`config.mk`:
```
export PLATFORM = sky130hd
export DESIGN_NAME = cocc_channel
export DESIGN_NICKNAME = d
export VERILOG_FILES = /design/src/include/cocc_pkg.sv /design/src/design/cocc_channel.sv /design/src/design/cocc_divider.sv
export SDC_FILE = /design/constraint.sdc
export NUM_CORES = 1
export LEC_CHECK = 0
export BUFFER_PORTS_ARGS = -buffer_cell sky130_fd_sc_hd__buf_2
export CAP_MARGIN = 40
export CELL_PAD_IN_SITES_DETAIL_PLACEMENT = 0
export CELL_PAD_IN_SITES_GLOBAL_PLACEMENT = 1
export CORE_MARGIN = 3
export CORE_UTILIZATION = 30
export DETAILED_ROUTE_END_ITERATION = 12
export GPL_TIMING_DRIVEN = 0
export PLACE_DENSITY = 0.63
export RECOVER_POWER = 100
export SLEW_MARGIN = 20
export SYNTH_ARGS = -nofsm -noshare
export SYNTH_HDL_FRONTEND = slang
export SYNTH_SLANG_ARGS = --single-unit
```
`constraint.sdc`:
```
create_clock -name pclk -period 7.2 [get_ports pclk]
set_clock_uncertainty 0.1 [all_clocks]
set_input_delay 1.8 -clock pclk [delete_from_list [all_inputs] [get_ports pclk]]
set_output_delay 1.8 -clock pclk [all_outputs]
set_load 0.05 [all_outputs]
```
`src/include/cocc_pkg.sv`:
```
// Purpose: Shared constants for one clock output channel configuration block
// Assumes: 8-bit registers, one per aligned 32-bit APB word at index * 4
// Notes:   Register indices are kept as printed; byte address is index * 4
package cocc_pkg;

  // Register indices
  localparam logic [9:0] IDX_STATUS_CMD = 10'h0c7;
  localparam logic [9:0] IDX_CHAN_CTRL = 10'h0c8;
  localparam logic [9:0] IDX_DIV_LOW = 10'h0c9;
  localparam logic [9:0] IDX_FINE_DELAY = 10'h0cb;
  localparam logic [9:0] IDX_COARSE_DELAY = 10'h0cc;
  localparam logic [9:0] IDX_SLIP_CNT_LOW = 10'h0cd;
  localparam logic [9:0] IDX_SLIP_CNT_HIGH = 10'h0ce;
  localparam logic [9:0] IDX_OUT_SOURCE = 10'h0cf;
  localparam logic [9:0] IDX_IDLE_DRV = 10'h0d0;
  localparam logic [9:0] IDX_DIV_HIGH = 10'h0e8;

  // Channel control field positions
  localparam int CTRL_CHAN_EN = 0;
  localparam int CTRL_MULTISLIP_EN = 1;
  localparam int CTRL_STARTUP_LO = 2;
  localparam int CTRL_SLIP_EN = 5;
  localparam int CTRL_SYNC_EN = 6;

  // Idle and driver control field positions
  localparam int IDLE_LVL_LO = 6;
  localparam int DYN_DRV_EN = 5;

  // Command register: write one to request a slip
  localparam int CMD_SLIP_REQ = 0;

  // Codes
  localparam logic [1:0] STARTUP_DYNAMIC = 2'h3;
  localparam logic [1:0] IDLE_NORMAL = 2'h0;
  localparam logic [1:0] IDLE_FORCE_LOW = 2'h2;
  localparam logic [1:0] SRC_DIVIDER = 2'h0;
  localparam logic [1:0] SRC_ANALOG_DELAY = 2'h1;
  localparam logic [1:0] SRC_PAIR = 2'h2;
  localparam logic [1:0] SRC_FUNDAMENTAL = 2'h3;

  // Delay limits and step sizes
  localparam logic [4:0] FINE_MAX_CODE = 5'h17;
  localparam logic [4:0] COARSE_MAX_CODE = 5'h11;
  localparam int FINE_STEP_PS = 25;
  localparam int COARSE_STEP_HALF_VCO = 1;

  // Reset values
  localparam logic [7:0] RST_CHAN_CTRL_BASE = 8'h00;
  localparam logic [7:0] RST_DIV_LOW = 8'h04;
  localparam logic [7:0] RST_DIV_HIGH = 8'h00;
  localparam logic [7:0] RST_FINE = 8'h00;
  localparam logic [7:0] RST_COARSE = 8'h00;
  localparam logic [7:0] RST_SLIP_LOW = 8'h00;
  localparam logic [7:0] RST_SLIP_HIGH = 8'h00;
  localparam logic [7:0] RST_SOURCE = 8'h00;
  localparam logic [7:0] RST_IDLE_DRV = 8'h00;

  // Slip engine states
  typedef enum logic [1:0] {
    COCC_IDLE = 2'b01,
    COCC_SLIP = 2'b10
  } cocc_slip_state_t;

endpackage

```
`src/design/cocc_channel.sv`:
```
// Purpose: Configuration and slip control for one clock output channel
// Assumes: APB slave, zero wait state after setup, pclk is the VCO time base
// Notes:   Reserved bits are stored and read back as written
//
// Design decision made here: the APB register port.
`timescale 1ns/1ns
`default_nettype none
module cocc_channel
  import cocc_pkg::*;
#(
  parameter bit IS_DEVICE_CLOCK = 1'b1,
  parameter int ADDR_W = 12,
  parameter int DIV_W = 12,
  parameter int SLIP_W = 12
)
(
  input wire logic pclk,
  input wire logic presetn,
  input wire logic psel,
  input wire logic penable,
  input wire logic pwrite,
  input wire logic [ADDR_W-1:0] paddr,
  input wire logic [31:0] pwdata,
  input wire logic [3:0] pstrb,
  output logic [31:0] prdata,
  output logic pready,
  output logic pslverr,
  input wire logic general_input_pin,
  input wire logic sync_event_pin,
  input wire logic pulse_gen_event_pin,
  input wire logic pair_clock_pin,
  output logic device_clock_output,
  output logic driver_enable,
  output logic [4:0] fine_delay_applied,
  output logic [4:0] coarse_delay_applied,
  output logic slip_pulse,
  output logic slip_busy
);

  // ---------------------------------------------------------------
  // Registers
  // ---------------------------------------------------------------
  logic [7:0] chan_ctrl;
  logic [7:0] div_low;
  logic [7:0] div_high;
  logic [7:0] fine_delay_setting;
  logic [7:0] coarse_delay_setting;
  logic [7:0] repeat_slip_count_low;
  logic [7:0] repeat_slip_count_high;
  logic [7:0] output_source_select;
  logic [7:0] idle_and_driver_control;
  logic [9:0] idx;
  logic aligned;
  logic mapped;
  logic setup;
  logic wr;
  logic [7:0] rd_byte;
  logic [7:0] status_byte;
  logic fundamental;

  assign idx = paddr[11:2];
  assign aligned = (paddr[1:0] == 2'h0);
  assign setup = psel && !penable;
  assign wr = psel && penable && pready && pwrite && pstrb[0] && !pslverr;
  localparam logic [7:0] RST_CTRL = RST_CHAN_CTRL_BASE | (8'(IS_DEVICE_CLOCK) << CTRL_MULTISLIP_EN);

  // Address decode and read mux
  always_comb
  begin
    mapped = aligned;
    rd_byte = 8'h00;
    if (idx == IDX_STATUS_CMD)
      rd_byte = status_byte;
    else if (idx == IDX_CHAN_CTRL)
      rd_byte = chan_ctrl;
    else if (idx == IDX_DIV_LOW)
      rd_byte = div_low;
    else if (idx == IDX_FINE_DELAY)
      rd_byte = fine_delay_setting;
    else if (idx == IDX_COARSE_DELAY)
      rd_byte = coarse_delay_setting;
    else if (idx == IDX_SLIP_CNT_LOW)
      rd_byte = repeat_slip_count_low;
    else if (idx == IDX_SLIP_CNT_HIGH)
      rd_byte = repeat_slip_count_high;
    else if (idx == IDX_OUT_SOURCE)
      rd_byte = output_source_select;
    else if (idx == IDX_IDLE_DRV)
      rd_byte = idle_and_driver_control;
    else if (idx == IDX_DIV_HIGH)
      rd_byte = div_high;
    else
      mapped = 1'b0;
  end

  // Bus answer: ready in the cycle after setup
  always_ff @(posedge pclk or negedge presetn)
  begin
    if (!presetn)
    begin
      pready <= 1'b0;
      pslverr <= 1'b0;
      prdata <= 32'h0000_0000;
    end
    else
    begin
      pready <= setup;
      pslverr <= setup && !mapped;
      prdata <= (setup && mapped && !pwrite) ? {24'h00_0000, rd_byte} : 32'h0000_0000;
    end
  end

  // Register writes, whole byte stored including reserved bits
  always_ff @(posedge pclk or negedge presetn)
  begin
    if (!presetn)
    begin
      chan_ctrl <= RST_CTRL;
      div_low <= RST_DIV_LOW;
      div_high <= RST_DIV_HIGH;
      fine_delay_setting <= RST_FINE;
      coarse_delay_setting <= RST_COARSE;
      repeat_slip_count_low <= RST_SLIP_LOW;
      repeat_slip_count_high <= RST_SLIP_HIGH;
      output_source_select <= RST_SOURCE;
      idle_and_driver_control <= RST_IDLE_DRV;
    end
    else if (wr)
    begin
      if (idx == IDX_CHAN_CTRL)
        chan_ctrl <= pwdata[7:0];
      else if (idx == IDX_DIV_LOW)
        div_low <= pwdata[7:0];
      else if (idx == IDX_FINE_DELAY)
        fine_delay_setting <= pwdata[7:0];
      else if (idx == IDX_COARSE_DELAY)
        coarse_delay_setting <= pwdata[7:0];
      else if (idx == IDX_SLIP_CNT_LOW)
        repeat_slip_count_low <= pwdata[7:0];
      else if (idx == IDX_SLIP_CNT_HIGH)
        repeat_slip_count_high <= pwdata[7:0];
      else if (idx == IDX_OUT_SOURCE)
        output_source_select <= pwdata[7:0];
      else if (idx == IDX_IDLE_DRV)
        idle_and_driver_control <= pwdata[7:0];
      else if (idx == IDX_DIV_HIGH)
        div_high <= pwdata[7:0];
    end
  end

  // ---------------------------------------------------------------
  // Field views
  // ---------------------------------------------------------------
  logic [DIV_W-1:0] div_ratio;
  logic [SLIP_W-1:0] slip_count;
  logic chan_en;
  logic multislip_en;
  logic slip_en;
  logic pulse_mode;
  logic [1:0] idle_level;
  logic dyn_drv;
  logic spi_slip;

  assign div_ratio = {div_high[3:0], div_low};
  assign slip_count = {repeat_slip_count_high[3:0], repeat_slip_count_low};
  assign chan_en = chan_ctrl[CTRL_CHAN_EN];
  assign multislip_en = chan_ctrl[CTRL_MULTISLIP_EN];
  assign slip_en = chan_ctrl[CTRL_SLIP_EN];
  assign pulse_mode = (chan_ctrl[CTRL_STARTUP_LO+1:CTRL_STARTUP_LO] == STARTUP_DYNAMIC);
  assign idle_level = idle_and_driver_control[IDLE_LVL_LO+1:IDLE_LVL_LO];
  assign dyn_drv = idle_and_driver_control[DYN_DRV_EN];
  assign spi_slip = wr && (idx == IDX_STATUS_CMD) && pwdata[CMD_SLIP_REQ];

  // ---------------------------------------------------------------
  // Pin synchronisers and edge detection
  // ---------------------------------------------------------------
  logic [3:0] pin_raw;
  logic [3:0] pin_meta;
  logic [3:0] pin_sync;
  logic [3:0] pin_last;
  logic [3:0] pin_rise;

  assign pin_raw = {pair_clock_pin, pulse_gen_event_pin, sync_event_pin, general_input_pin};

  // Two flops per pin, then one more for edges
  generate
    for (genvar i = 0; i < 4; i++)
    begin : g_pin
      always_ff @(posedge pclk or negedge presetn)
      begin
        if (!presetn)
        begin
          pin_meta[i] <= 1'b0;
          pin_sync[i] <= 1'b0;
          pin_last[i] <= 1'b0;
        end
        else
        begin
          pin_meta[i] <= pin_raw[i];
          pin_sync[i] <= pin_meta[i];
          pin_last[i] <= pin_sync[i];
        end
      end
      assign pin_rise[i] = pin_sync[i] && !pin_last[i];
    end
  endgenerate

  // ---------------------------------------------------------------
  // Slip engine
  // ---------------------------------------------------------------
  cocc_slip_state_t state;
  logic pend_explicit;
  logic pend_auto;
  logic [SLIP_W-1:0] remaining;
  logic new_explicit;
  logic new_auto;
  logic start_multi;
  logic start_single;

  assign new_explicit = pin_rise[0] || spi_slip;
  assign new_auto = pin_rise[1] || pin_rise[2];
  assign start_multi = (state == COCC_IDLE) && slip_en && multislip_en
    && (pend_explicit || pend_auto) && (slip_count != '0);
  assign start_single = (state == COCC_IDLE) && slip_en && !multislip_en
    && pend_explicit;

  // Pending events; a new event wins over consumption
  always_ff @(posedge pclk or negedge presetn)
  begin
    if (!presetn)
    begin
      pend_explicit <= 1'b0;
      pend_auto <= 1'b0;
    end
    else
    begin
      if (new_explicit)
        pend_explicit <= 1'b1;
      else if (state == COCC_IDLE)
        pend_explicit <= 1'b0;
      if (new_auto)
        pend_auto <= 1'b1;
      else if (state == COCC_IDLE)
        pend_auto <= 1'b0;
    end
  end

  // Repeat counter and state
  always_ff @(posedge pclk or negedge presetn)
  begin
    if (!presetn)
    begin
      state <= COCC_IDLE;
      remaining <= '0;
    end
    else
    begin
      case (state)
        COCC_IDLE:
        begin
          if (start_multi)
          begin
            remaining <= slip_count;
            state <= COCC_SLIP;
          end
          else if (start_single)
          begin
            remaining <= SLIP_W'(1);
            state <= COCC_SLIP;
          end
        end
        COCC_SLIP:
        begin
          remaining <= remaining - SLIP_W'(1);
          if (remaining == SLIP_W'(1))
            state <= COCC_IDLE;
        end
        default:
        begin
          state <= COCC_IDLE;
        end
      endcase
    end
  end

  // One slip per VCO cycle while slipping
  always_ff @(posedge pclk or negedge presetn)
  begin
    if (!presetn)
    begin
      slip_pulse <= 1'b0;
      slip_busy <= 1'b0;
    end
    else
    begin
      slip_pulse <= (state == COCC_SLIP);
      slip_busy <= (state == COCC_SLIP) || start_multi || start_single;
    end
  end

  assign status_byte = {5'h00, pend_explicit || pend_auto, fundamental, slip_busy};

  // ---------------------------------------------------------------
  // Divider, delays and output path
  // ---------------------------------------------------------------
  logic div_out;
  logic fund_toggle;
  logic pulse_active;
  logic next_out;

  cocc_divider #(
    .DIV_W(DIV_W)
  ) u_divider (
    .pclk(pclk),
    .presetn(presetn),
    .ratio(div_ratio),
    .run(chan_en),
    .slip(state == COCC_SLIP),
    .div_out(div_out),
    .fundamental(fundamental)
  );

  // Delay codes: out-of-range values keep the previous setting
  always_ff @(posedge pclk or negedge presetn)
  begin
    if (!presetn)
    begin
      fine_delay_applied <= RST_FINE[4:0];
      coarse_delay_applied <= RST_COARSE[4:0];
    end
    else
    begin
      if (fine_delay_setting[4:0] <= FINE_MAX_CODE)
        fine_delay_applied <= fine_delay_setting[4:0];
      if (coarse_delay_setting[4:0] <= COARSE_MAX_CODE)
        coarse_delay_applied <= coarse_delay_setting[4:0];
    end
  end

  // Fundamental stand-in and pulse activity
  always_ff @(posedge pclk or negedge presetn)
  begin
    if (!presetn)
    begin
      fund_toggle <= 1'b0;
      pulse_active <= 1'b0;
    end
    else
    begin
      fund_toggle <= chan_en && !fund_toggle;
      if (pin_rise[2])
        pulse_active <= 1'b1;
      else if (!pin_sync[2])
        pulse_active <= 1'b0;
    end
  end

  // Source mux with idle forcing
  always_comb
  begin
    case (output_source_select[1:0])
      SRC_DIVIDER: next_out = div_out;
      SRC_ANALOG_DELAY: next_out = div_out;
      SRC_PAIR: next_out = pin_sync[3];
      SRC_FUNDAMENTAL: next_out = fund_toggle;
      default: next_out = div_out;
    endcase
    if (pulse_mode && (idle_level == IDLE_FORCE_LOW) && !pulse_active)
      next_out = 1'b0;
  end

  // Registered output and driver enable
  always_ff @(posedge pclk or negedge presetn)
  begin
    if (!presetn)
    begin
      device_clock_output <= 1'b0;
      driver_enable <= 1'b0;
    end
    else
    begin
      device_clock_output <= next_out && chan_en;
      if (pulse_mode && dyn_drv)
        driver_enable <= chan_en && pulse_active;
      else
        driver_enable <= chan_en;
    end
  end

endmodule
`default_nettype wire

```
`src/design/cocc_divider.sv`:
```
// Purpose: Channel divider counter with one-cycle slip
// Assumes: One clock edge stands for one VCO cycle
// Notes:   Ratio 0 or 1 passes the fundamental through
`timescale 1ns/1ns
`default_nettype none
module cocc_divider
  import cocc_pkg::*;
#(
  parameter int DIV_W = 12
)
(
  input wire logic pclk,
  input wire logic presetn,
  input wire logic [DIV_W-1:0] ratio,
  input wire logic run,
  input wire logic slip,
  output logic div_out,
  output logic fundamental
);

  logic [DIV_W-1:0] cnt;
  logic [DIV_W-1:0] next_cnt;
  logic pass;

  assign pass = (ratio <= DIV_W'(1));

  // Next count; a slip holds the count for one cycle
  always_comb
  begin
    next_cnt = cnt;
    if (!run || pass)
    begin
      next_cnt = '0;
    end
    else if (!slip)
    begin
      next_cnt = (cnt >= ratio - DIV_W'(1)) ? '0 : cnt + DIV_W'(1);
    end
  end

  // Counter
  always_ff @(posedge pclk or negedge presetn)
  begin
    if (!presetn)
      cnt <= '0;
    else
      cnt <= next_cnt;
  end

  // Output: high for the first half of each period, toggles in pass mode
  always_ff @(posedge pclk or negedge presetn)
  begin
    if (!presetn)
      div_out <= 1'b0;
    else if (!run)
      div_out <= 1'b0;
    else if (pass)
      div_out <= ~div_out;
    else
      div_out <= (next_cnt < (ratio >> 1));
  end

  // Fundamental pass-through flag
  always_ff @(posedge pclk or negedge presetn)
  begin
    if (!presetn)
      fundamental <= 1'b0;
    else
      fundamental <= pass;
  end

endmodule
`default_nettype wire

```
==> Word level (Yosys, flattened, before mapping) <==
Index checks and enable logic that the tools add are counted.
{ "classes": {"n_addsub": 3, "multipliers": 0, "div_mod_pow": 0, "n_lt_le_gt_ge": 5, "n_eq_ne": 21, "shifts": 0, "n_mux": 41, "n_bitwise": 9, "reduce_logical": 61} }
{ "ops": {"columns": ["cell", "count"], "rows": [
  ["equality test 10 x 8 -> 1 bit, second input constant", 10],
  ["two-way mux 8 bit", 11],
  ["two-way mux 12 bit", 5],
  ["logical AND 1 bit", 26],
  ["one-hot mux 12 bit (2 select lines)", 1],
  ["subtractor 12 x 1 -> 12 bit, second input constant", 2],
  ["two-way mux 1 bit", 19],
  ["adder 12 x 1 -> 12 bit, second input constant", 1],
  ["equality test 12 x 1 -> 1 bit, second input constant", 1],
  [">= comparator 12 bit", 1],
  ["less-or-equal comparator 12 x 1 -> 1 bit, second input constant", 1],
  ["< comparator 12 x 11 -> 1 bit", 1],
  ["nonzero test 12 bit", 1],
  ["zero test 1 bit", 11],
  ["equality test 2 bit, second input constant", 5],
  ["less-or-equal comparator 5 bit, second input constant", 2],
  ["AND reduction 10 bit", 1],
  ["NOT 1 bit", 9],
  ["AND reduction 9 bit", 1],
  ["AND reduction 8 bit", 1],
  ["AND reduction 7 bit", 1],
  ["logical OR 1 bit", 6],
  ["two-way mux 2 bit", 3],
  ["AND reduction 2 bit", 3],
  ["other kinds (13)", 17]
]} }
{ "totals": {"reg_bits": 139, "latchBits": 0, "mem_bits_rw": 0, "romBits": 0, "out_inout_bits": 48, "wordCells": 178, "memories": 0} }

==> Logic depth before layout (Yosys ltp) <==
Gate-level depths: netlist (run 1).
{ "logic_depth": {"word_depth": 14, "mapped_depth": 19} }

==> Modules after synthesis <==
A second synthesis (run 1) with hierarchy kept.
{ "unflattened": {"hier_cells": 691, "hier_area_um2": 7447.1} }
{ "modules_own_cells": {"columns": ["module", "n_inst", "cells_per_inst", "area_per_inst_um2", "seq_area_each_um2"], "rows": [
  ["cocc_channel", 1, 532, 6028.3, 3131.8],
  ["cocc_divider", 1, 159, 1418.9, 350.3]
]} }

==> Worst setup path after synthesis (run 1) <==
Ideal clock, no wire load.
{ "synth_timing": {"path_type": "register -> register", "start": "register div_low[7]", "end": "register u_divider.div_out", "setup_time_ns": 0.132, "arrival_ns": 3.780, "t_required_ns": 6.968, "path_slack_ns": 3.188, "path_stages_with_launch": 19, "period_less_slack_ns": 4.012, "cell_sequence": "dfrtp_1 > or4_4 > or3_4 > nor2_1 > xnor2_1 > ha_1 > nand4_1 > nor2_1 > a22oi_1 > a21oi_1 > or3b_1 > buf_6 > nor2_1 > ha_1 > nand4_1 > nor3_1 > nand2_1 > a2111oi_0 > nor2_1"} }
{ "synth_via": {"elab_chain_cells": 8} }
{ "synth_lines": {"columns": ["element", "line", "text"], "rows": [
  ["start: declaration", "cocc_channel.sv:44", "logic [7:0] div_low;"],
  ["start signal: assignment", "cocc_channel.sv:133", "div_low <= pwdata[7:0];"],
  ["subtractor 12 x 1 -> 12 bit", "cocc_divider.sv:37", "next_cnt = (cnt >= ratio - DIV_W'(1)) ? '0 : cnt + DIV_W'(1);"],
  [">= comparator 12 bit", "cocc_divider.sv:37", null],
  ["two-way mux 12 bit", "cocc_divider.sv:37", null],
  ["two-way mux 12 bit", "cocc_divider.sv:35", "else if (!slip)"],
  ["two-way mux 12 bit (*)", "cocc_divider.sv:31", "if (!run || pass)"],
  ["via u_divider.next_cnt[6]", "cocc_divider.sv:22", "logic [DIV_W-1:0] next_cnt;"],
  ["< comparator 12 x 11 -> 1 bit (*)", "cocc_divider.sv:60", "div_out <= (next_cnt < (ratio >> 1));"],
  ["two-way mux 1 bit (*)", "cocc_divider.sv:57", "else if (pass)"],
  ["two-way mux 1 bit (*)", "cocc_divider.sv:55", "else if (!run)"],
  ["end signal: assignment", "cocc_divider.sv:58", "div_out <= ~div_out;"],
  ["end signal: assignment", "cocc_divider.sv:60", null],
  ["end: declaration", "cocc_divider.sv:17", "output logic div_out,"]
]} }
The timed path passes the listed nets; every way through them passes the cells marked *.
A chain may end at the register's enable or synchronous reset.

==> Final worst setup path (run 1) <==
Same ends and word-level chain as after synthesis.

==> impl_metrics.env, run 1 <==
export IMPL_total_die_area_um2=26400
export IMPL_crit_path_top_delay_cell="sky130_fd_sc_hd__or4_1"
export IMPL_ys_warnings=0
export IMPL_postSynth_asyncResetShare_pct=100
export IMPL_post_cts_hold_buffer_count=0
export IMPL_achievable_frequency_ghz=0.203
export IMPL_worstPathBufferInverterCount=1
export IMPL_synth_area_per_cell_um2=10.3
export IMPL_final_antenna_net_count=0
export IMPL_hpwlAfterDp_um=15100
export IMPL_totalNegativeSetupSlack_ns=0
export IMPL_min_delay_path_class="flip-flop to flip-flop"
export IMPL_antenna_found_initial=0
export IMPL_post_synth_instance_area_um2=7330
export IMPL_detail_route_wl_per_cell_um=18.4
export IMPL_viasPerCell=5.05
export IMPL_global_route_overflow_total=0
export IMPL_synth_distinct_cells=77
export IMPL_synth_top_area_cell="sky130_fd_sc_hd__dfrtp_1"
export IMPL_row_count=56
export IMPL_critPathKind="flip-flop to flip-flop"
export IMPL_worstSetupEndpoint="u_divider.div_out$_DFF_PN0_"
export IMPL_final_core_utilization_pct=35.8
export IMPL_layout_area_overhead_vs_synth_pct=16.1
export IMPL_worstRegToRegCells=18
export IMPL_n_antenna_cell=0
export IMPL_dpl_instance_area_um2=8100
export IMPL_setup_repair_after_global_routing_missed_its_margin="false"
export IMPL_synth_edf_count=0
export IMPL_io_pin_count=105
export IMPL_critical_path_arrival_ns=5.13
export IMPL_netlist_top_cells_area="sky130_fd_sc_hd__dfrtp_1, sky130_fd_sc_hd__mux2_2, sky130_fd_sc_hd__ha_1, sky130_fd_sc_hd__a21oi_1, sky130_fd_sc_hd__nand2_1"
export IMPL_placeable_core_region_um2=23800
export IMPL_synth_flop_cell="sky130_fd_sc_hd__dfrtp_1"
export IMPL_nNetsFinal=887
export IMPL_critical_path_depth=18
export IMPL_final_max_slew_viol_count=60
export IMPL_failed_checks="max-capacitance violations, max-slew violations"
export IMPL_power_per_cell_area_nw_per_um2=204
export IMPL_synth_most_common_cell="sky130_fd_sc_hd__dfrtp_1"
export IMPL_cts_repair_timing_setup_buffer_count=0
export IMPL_synth_top_cell_area_share_pct=46.4
export IMPL_worst_setup_hold_path_clk_slew_ns=0.07
export IMPL_floorplan_die_width_um=162
export IMPL_critPathMaxFanout=10
export IMPL_cts_max_level=4
export IMPL_rr_startpoint="div_low[7]$_DFFE_PN0P_"
export IMPL_total_power_uw=1740
export IMPL_synth_ff_latch_count=139
export IMPL_global_route_wire_length_before_repair_um=33000
export IMPL_reg2reg_setup_slack_ns=2.26
export IMPL_port_buffers=48
export IMPL_tightest_slew_ns=3.22
export IMPL_critical_path_top_delay_family="simple AND/OR/NAND/NOR gates"
export IMPL_max_vdd_ir_drop_v=0.000146
export IMPL_die_h_um=162
export IMPL_cts_bufs_inserted=17
export IMPL_clock_root_buffer="sky130_fd_sc_hd__clkbuf_16"
export IMPL_startpoint_type="flip-flop"
export IMPL_gp_congestion=0.889
export IMPL_critPathMostFrequentCell="sky130_fd_sc_hd__nor2_1"
export IMPL_remaining_drc_errors=0
export IMPL_cts_sink_count=139
export IMPL_timing_critical_path_to_type="flip-flop"
export IMPL_synth_commonest_cells="sky130_fd_sc_hd__dfrtp_1, sky130_fd_sc_hd__mux2_2, sky130_fd_sc_hd__nand2_1"
export IMPL_finalWirelength_um=20900
export IMPL_via_count=5726
export IMPL_postLayoutCellArea_um2=8510
export IMPL_required_time_at_the_endpoint_of_the_critical_path_ns=7.40
export IMPL_critPathMaxStageDelay_ns=0.59
export IMPL_worst_skew_pair_late_latency_ns=0.44
export IMPL_whs_ns=0.251
export IMPL_r2r_end="u_divider.div_out$_DFF_PN0_"
export IMPL_drtIter0Drc=389
export IMPL_track_usage_pct=16.4
export IMPL_min_period_over_period_pct=68.5
export IMPL_ys_seq_area_share_pct=47.5
export IMPL_final_period_minus_worst_setup_slack_ns=4.94
export IMPL_outcome="finished with violations"
export IMPL_first_global_vias=5680
export IMPL_cp_cell_sequence="or4_1, or3_1, nor2_1, xnor2_1, ha_1, nand4_1, nor2_1, o21ai_0, a211oi_1, or3b_1, clkbuf_1, nor2_1, ha_1, nand4_1, nor3_1, nand2_1, a2111oi_0, nor2_1"
export IMPL_timing_critical_path_from="div_low[7]$_DFFE_PN0P_"
export IMPL_drtPass1Iterations=5
export IMPL_initial_cell_density_of_the_core_pct=30.9
export IMPL_grt_start_max_net_pins=82
export IMPL_cts_resized=0
export IMPL_synth_instances=712
export IMPL_tritoncts="yes"
export IMPL_drv_cap=1
export IMPL_p_leak_uw=0.00388
export IMPL_proportion_of_layout_cells_with_a_drive_suffix_above_1_pct=18.5
export IMPL_slew_limit_headroom_pct=-114
export IMPL_cts_path_max_buffers=2
export IMPL_setup_viol=0
export IMPL_timing_hold_violations_final=0
[cells in the final DEF (no fill, tap or decap), drive strengths merged, types with 5 or more instances in the layout]
master,count
nand3,31
xnor2,15
buf,51
nor2b,9
or4,5
mux2,67
a21oi,51
clkbuf,67
xor2,6
nor2,50
o21ai,28
nand2b,6
nor3b,6
conb,24
o211ai,8
inv,42
nand2,58
a31oi,7
ha,27
nand4,13
dfrtp,136
nor4,12
nor3,11
and3,6
[worst min-delay path by stage]
stage / start / end / slack, ns / cells past startpoint
after floorplan: pin_meta[0]$_DFF_PN0_ / pin_sync[0]$_DFF_PN0_ / 0.23 / 0
after global placement: pin_meta[0]$_DFF_PN0_ / pin_sync[0]$_DFF_PN0_ / 0.24 / 0
after detailed placement: pin_meta[3]$_DFF_PN0_ / pin_sync[3]$_DFF_PN0_ / 0.24 / 0
after CTS: pin_meta[1]$_DFF_PN0_ / pin_sync[1]$_DFF_PN0_ / 0.25 / 0
after global routing: pin_meta[0]$_DFF_PN0_ / pin_sync[0]$_DFF_PN0_ / 0.27 / 0
final: pin_meta[1]$_DFF_PN0_ / pin_sync[1]$_DFF_PN0_ / 0.25 / 0
[sequential cells by signal (all words and copies together) (netlist names), 5 cells and up]
signal and flops:
output_source_select 8, prdata 8, u_divider.cnt 12, coarse_delay_setting 8
repeat_slip_count_high 8, coarse_delay_applied 5, div_low 8, remaining 12
repeat_slip_count_low 8, fine_delay_setting 8, chan_ctrl 8, div_high 8
idle_and_driver_control 8, fine_delay_applied 5
[cell families after synthesis]
group / synth area share, %
adders and majority gates: 4.61
other: 0.0511
AOI/OAI and AO/OA: 12.2
and+or+nand+nor: 16.5
xor gates and xnor gates: 2.51
DFF: 47.5
buffers and inverters: 5.89
muxes: 10.7
[layout make-up]
class / count / area [µm²]
Sequential cell: 139 / 3480
Clock buffer: 17 / 425
Tap cell: 319 / 399
Buffer: 52 / 287
Fill cell: 2437 / 15200
Multi-Input combinational cell: 509 / 3440
Clock inverter: 14 / 128
Timing Repair Buffer: 49 / 221
Inverter: 35 / 131
[per-layer routing]
metal / global-route usage, % / vias up / share of wire (%)
li1: - / 2707 / -
met1: 23.1 / 2827 / 47
met2: 25.2 / 167 / 46
met3: 3.64 / 25 / 5.7
met4: 5.08 / 0 / 1.5
met5: 0 / - / 0
[stage by stage]
| stage | cells | worst slack (ns) |
|---|---|---|
| global route | 1134 | 1.43 |
| detailed placement | 1103 | 2.54 |
| floorplan | 735 | 3.19 |
| global placement | 1102 | 2.11 |
| finish | 1134 | 2.26 |
| CTS | 1134 | 2.53 |
[report_power, final]
part           internal [µW]  switching [µW]  total [µW]
registers                786            3.25         789
logic                   27.7            86.7         114
clock network            452             384         836
Power figures use the tool's default switching activity.
==> inputs of run 2 (changes only) <==
--- a/config.mk
+++ b/config.mk
@@ -13,7 +13,7 @@
 export CORE_UTILIZATION = 30
 export DETAILED_ROUTE_END_ITERATION = 12
 export GPL_TIMING_DRIVEN = 0
-export PLACE_DENSITY = 0.63
+export PLACE_DENSITY = 0.65
 export RECOVER_POWER = 100
 export SLEW_MARGIN = 20
 export SYNTH_ARGS = -nofsm -noshare
==> constraint.sdc (replaced) <==
create_clock -name pclk -period 4.1 [get_ports pclk]
set_clock_uncertainty 0.1 [all_clocks]
set_input_delay 1.025 -clock pclk [delete_from_list [all_inputs] [get_ports pclk]]
set_output_delay 1.025 -clock pclk [all_outputs]
set_load 0.05 [all_outputs]
==> impl_metrics.env, run 2 (synthesis gave the netlist of run 1 again) <==
export IMPL_drv_cap=1
export IMPL_drtIter0Drc=383
export IMPL_global_route_overflow_total=0
export IMPL_power_per_cell_area_nw_per_um2=366
export IMPL_proportion_of_layout_cells_with_a_drive_suffix_above_1_pct=27.3
export IMPL_cts_sink_count=139
export IMPL_critical_path_arrival_ns=4.44
export IMPL_post_cts_hold_buffer_count=0
export IMPL_final_core_utilization_pct=37.4
export IMPL_first_global_vias=5660
export IMPL_cts_max_level=4
export IMPL_hpwlAfterDp_um=15000
export IMPL_total_die_area_um2=26400
export IMPL_slew_limit_headroom_pct=-38.4
export IMPL_num_fill_cells=2380
export IMPL_antenna_found_initial=1
export IMPL_row_count=56
export IMPL_drtPass1Iterations=5
export IMPL_worst_skew_pair_late_latency_ns=0.43
export IMPL_outcome="finished with violations"
export IMPL_final_max_slew_viol_count=85
export IMPL_port_buffers=48
export IMPL_track_usage_pct=16.2
export IMPL_grt_start_max_net_pins=85
export IMPL_via_count=5758
export IMPL_post_place_setup_slack_ns=-0.597
export IMPL_worst_setup_hold_path_clk_slew_ns=0.06
export IMPL_whs_ns=0.249
export IMPL_cts_bufs_inserted=17
export IMPL_critPathMaxFanout=5
export IMPL_cts_path_max_buffers=2
export IMPL_layout_area_overhead_vs_synth_pct=21.0
export IMPL_placeable_core_region_um2=23800
export IMPL_die_h_um=162
export IMPL_setup_repair_after_global_routing_missed_its_margin="true"
export IMPL_setup_viol=1
export IMPL_global_route_wire_length_before_repair_um=32800
export IMPL_mostFrequentLayoutCells="sky130_fd_sc_hd__dfrtp_1, sky130_fd_sc_hd__mux2_2, sky130_fd_sc_hd__nand2_1"
export IMPL_floorplan_die_width_um=162
export IMPL_totalNegativeSetupSlack_ns=-0.145
export IMPL_required_time_at_the_endpoint_of_the_critical_path_ns=4.30
export IMPL_p_leak_uw=0.00413
export IMPL_startpoint_type="flip-flop"
export IMPL_tightest_slew_ns=2.08
export IMPL_n_antenna_cell=0
export IMPL_mostFrequentLayoutCell="sky130_fd_sc_hd__dfrtp_1"
export IMPL_timing_critical_path_to_type="flip-flop"
export IMPL_final_period_minus_worst_setup_slack_ns=4.24
export IMPL_max_vdd_ir_drop_v=0.000267
export IMPL_timing_hold_violations_final=0
export IMPL_min_period_over_period_pct=104
export IMPL_io_pin_count=105
export IMPL_tritoncts="yes"
export IMPL_critPathKind="flip-flop to flip-flop"
export IMPL_fin_ws_ns=-0.145
export IMPL_min_delay_path_class="flip-flop to flip-flop"
export IMPL_critPathMaxStageDelay_ns=0.55
export IMPL_cp_cell_sequence="or4_4, or3_4, nor2_4, xnor2_2, ha_1, nand4_1, nor2_2, o21ai_1, a211oi_2, or3b_4, clkbuf_16, nor2_1, ha_1, nand3_2, nor3_1, nand2_1, a2111oi_2, nor2_1"
export IMPL_total_power_uw=3250
export IMPL_initial_cell_density_of_the_core_pct=30.9
export IMPL_gp_congestion=0.915
export IMPL_detail_route_wl_per_cell_um=18.3
export IMPL_clock_root_buffer="sky130_fd_sc_hd__clkbuf_16"
export IMPL_final_antenna_net_count=0
export IMPL_crit_path_top_delay_cell="sky130_fd_sc_hd__or4_4"
export IMPL_nNetsFinal=894
export IMPL_failed_checks="max-capacitance violations, max-slew violations, negative setup slack"
export IMPL_top_regs="remaining: 12 flops, u_divider.cnt: 12 flops"
export IMPL_remaining_drc_errors=0
export IMPL_viasPerCell=5.04
export IMPL_finalWirelength_um=20900
export IMPL_achievable_frequency_ghz=0.236
run 2: cell count changes in the layout (fill, tap and decap cells not counted), moves of 3 or more:
cell,delta
sky130_fd_sc_hd__clkbuf_1,-35
sky130_fd_sc_hd__buf_2,+32
sky130_fd_sc_hd__nor2_1,-8
sky130_fd_sc_hd__buf_4,+6
sky130_fd_sc_hd__nor2_2,+5
sky130_fd_sc_hd__bufinv_16,+3
sky130_fd_sc_hd__clkinvlp_4,-3
sky130_fd_sc_hd__dfrtp_1,-3
sky130_fd_sc_hd__dfrtp_2,+3
sky130_fd_sc_hd__nor2_4,+3
sky130_fd_sc_hd__nor3_1,-3
run 2: worst max-delay path: cells and delay by family, from the launching register on:
family | cells | cell delay (ns)
simple gates | 11 | 2.13
fa+ha+maj | 2 | 0.63
compound gates | 3 | 0.63
flops | 1 | 0.40
buf+inv | 1 | 0.15
xor+xnor | 1 | 0.08
run 2: path summary, 6_finish.rpt:
path	endpoint	startpoint	slack, ns	cells after the start
max reg2reg	u_divider.div_out$_DFF_PN0_	div_low[7]$_DFFE_PN0P_	-0.14	18
min in group asynchronous	pin_meta[0]$_DFF_PN0_	presetn	1.10	1
min	pin_sync[1]$_DFF_PN0_	pin_meta[1]$_DFF_PN0_	0.25	0
max	u_divider.div_out$_DFF_PN0_	div_low[7]$_DFFE_PN0P_	-0.14	18
max in group asynchronous	div_low[7]$_DFFE_PN0P_	presetn	0.48	2
min reg2reg	pin_sync[1]$_DFF_PN0_	pin_meta[1]$_DFF_PN0_	0.25	0
run 2: routing by layer:
metal | wire length [µm] | GRT usage [%]
met1 | 9880 | 22.9
met2 | 9660 | 25.2
met3 | 1010 | 3.33
met4 | 363 | 4.96
met5 | 0 | 0
run 2: repair_timing:
item / 4_1_cts / 5_1_grt
cloned: 0 / 1
resized for setup: 16 / 12
endpoints found under the setup margin: 1 / 1
pin swaps: 8 / 9
setup buffers: 5 / 1
run 2: cell type report:
| class | instances | area [µm²] | share of cell area [%] |
|---|---|---|---|
| Inverter | 35 | 131 | 1.48 |
| Clock buffer | 19 | 453 | 5.11 |
| Tap cell | 319 | 399 | 4.50 |
| Buffer | 52 | 304 | 3.43 |
| Clock inverter | 13 | 181 | 2.04 |
| Multi-Input combinational cell | 509 | 3600 | 40.6 |
| Sequential cell | 139 | 3490 | 39.3 |
| Timing Repair Buffer | 56 | 315 | 3.55 |
run 2: where the power goes:
group          internal (µW)  total, µW  switching (µW)
logic                   49.5        204             154
registers               1380       1390            5.61
clock network           1010       1660             651
run 2: per-stage QoR:
step / cells / area [µm²]
after global placement: 1102 / 8060
after global routing: 1142 / 8870
after detailed placement: 1103 / 8100
final: 1142 / 8870
after floorplan: 735 / 7420
after CTS: 1140 / 8820
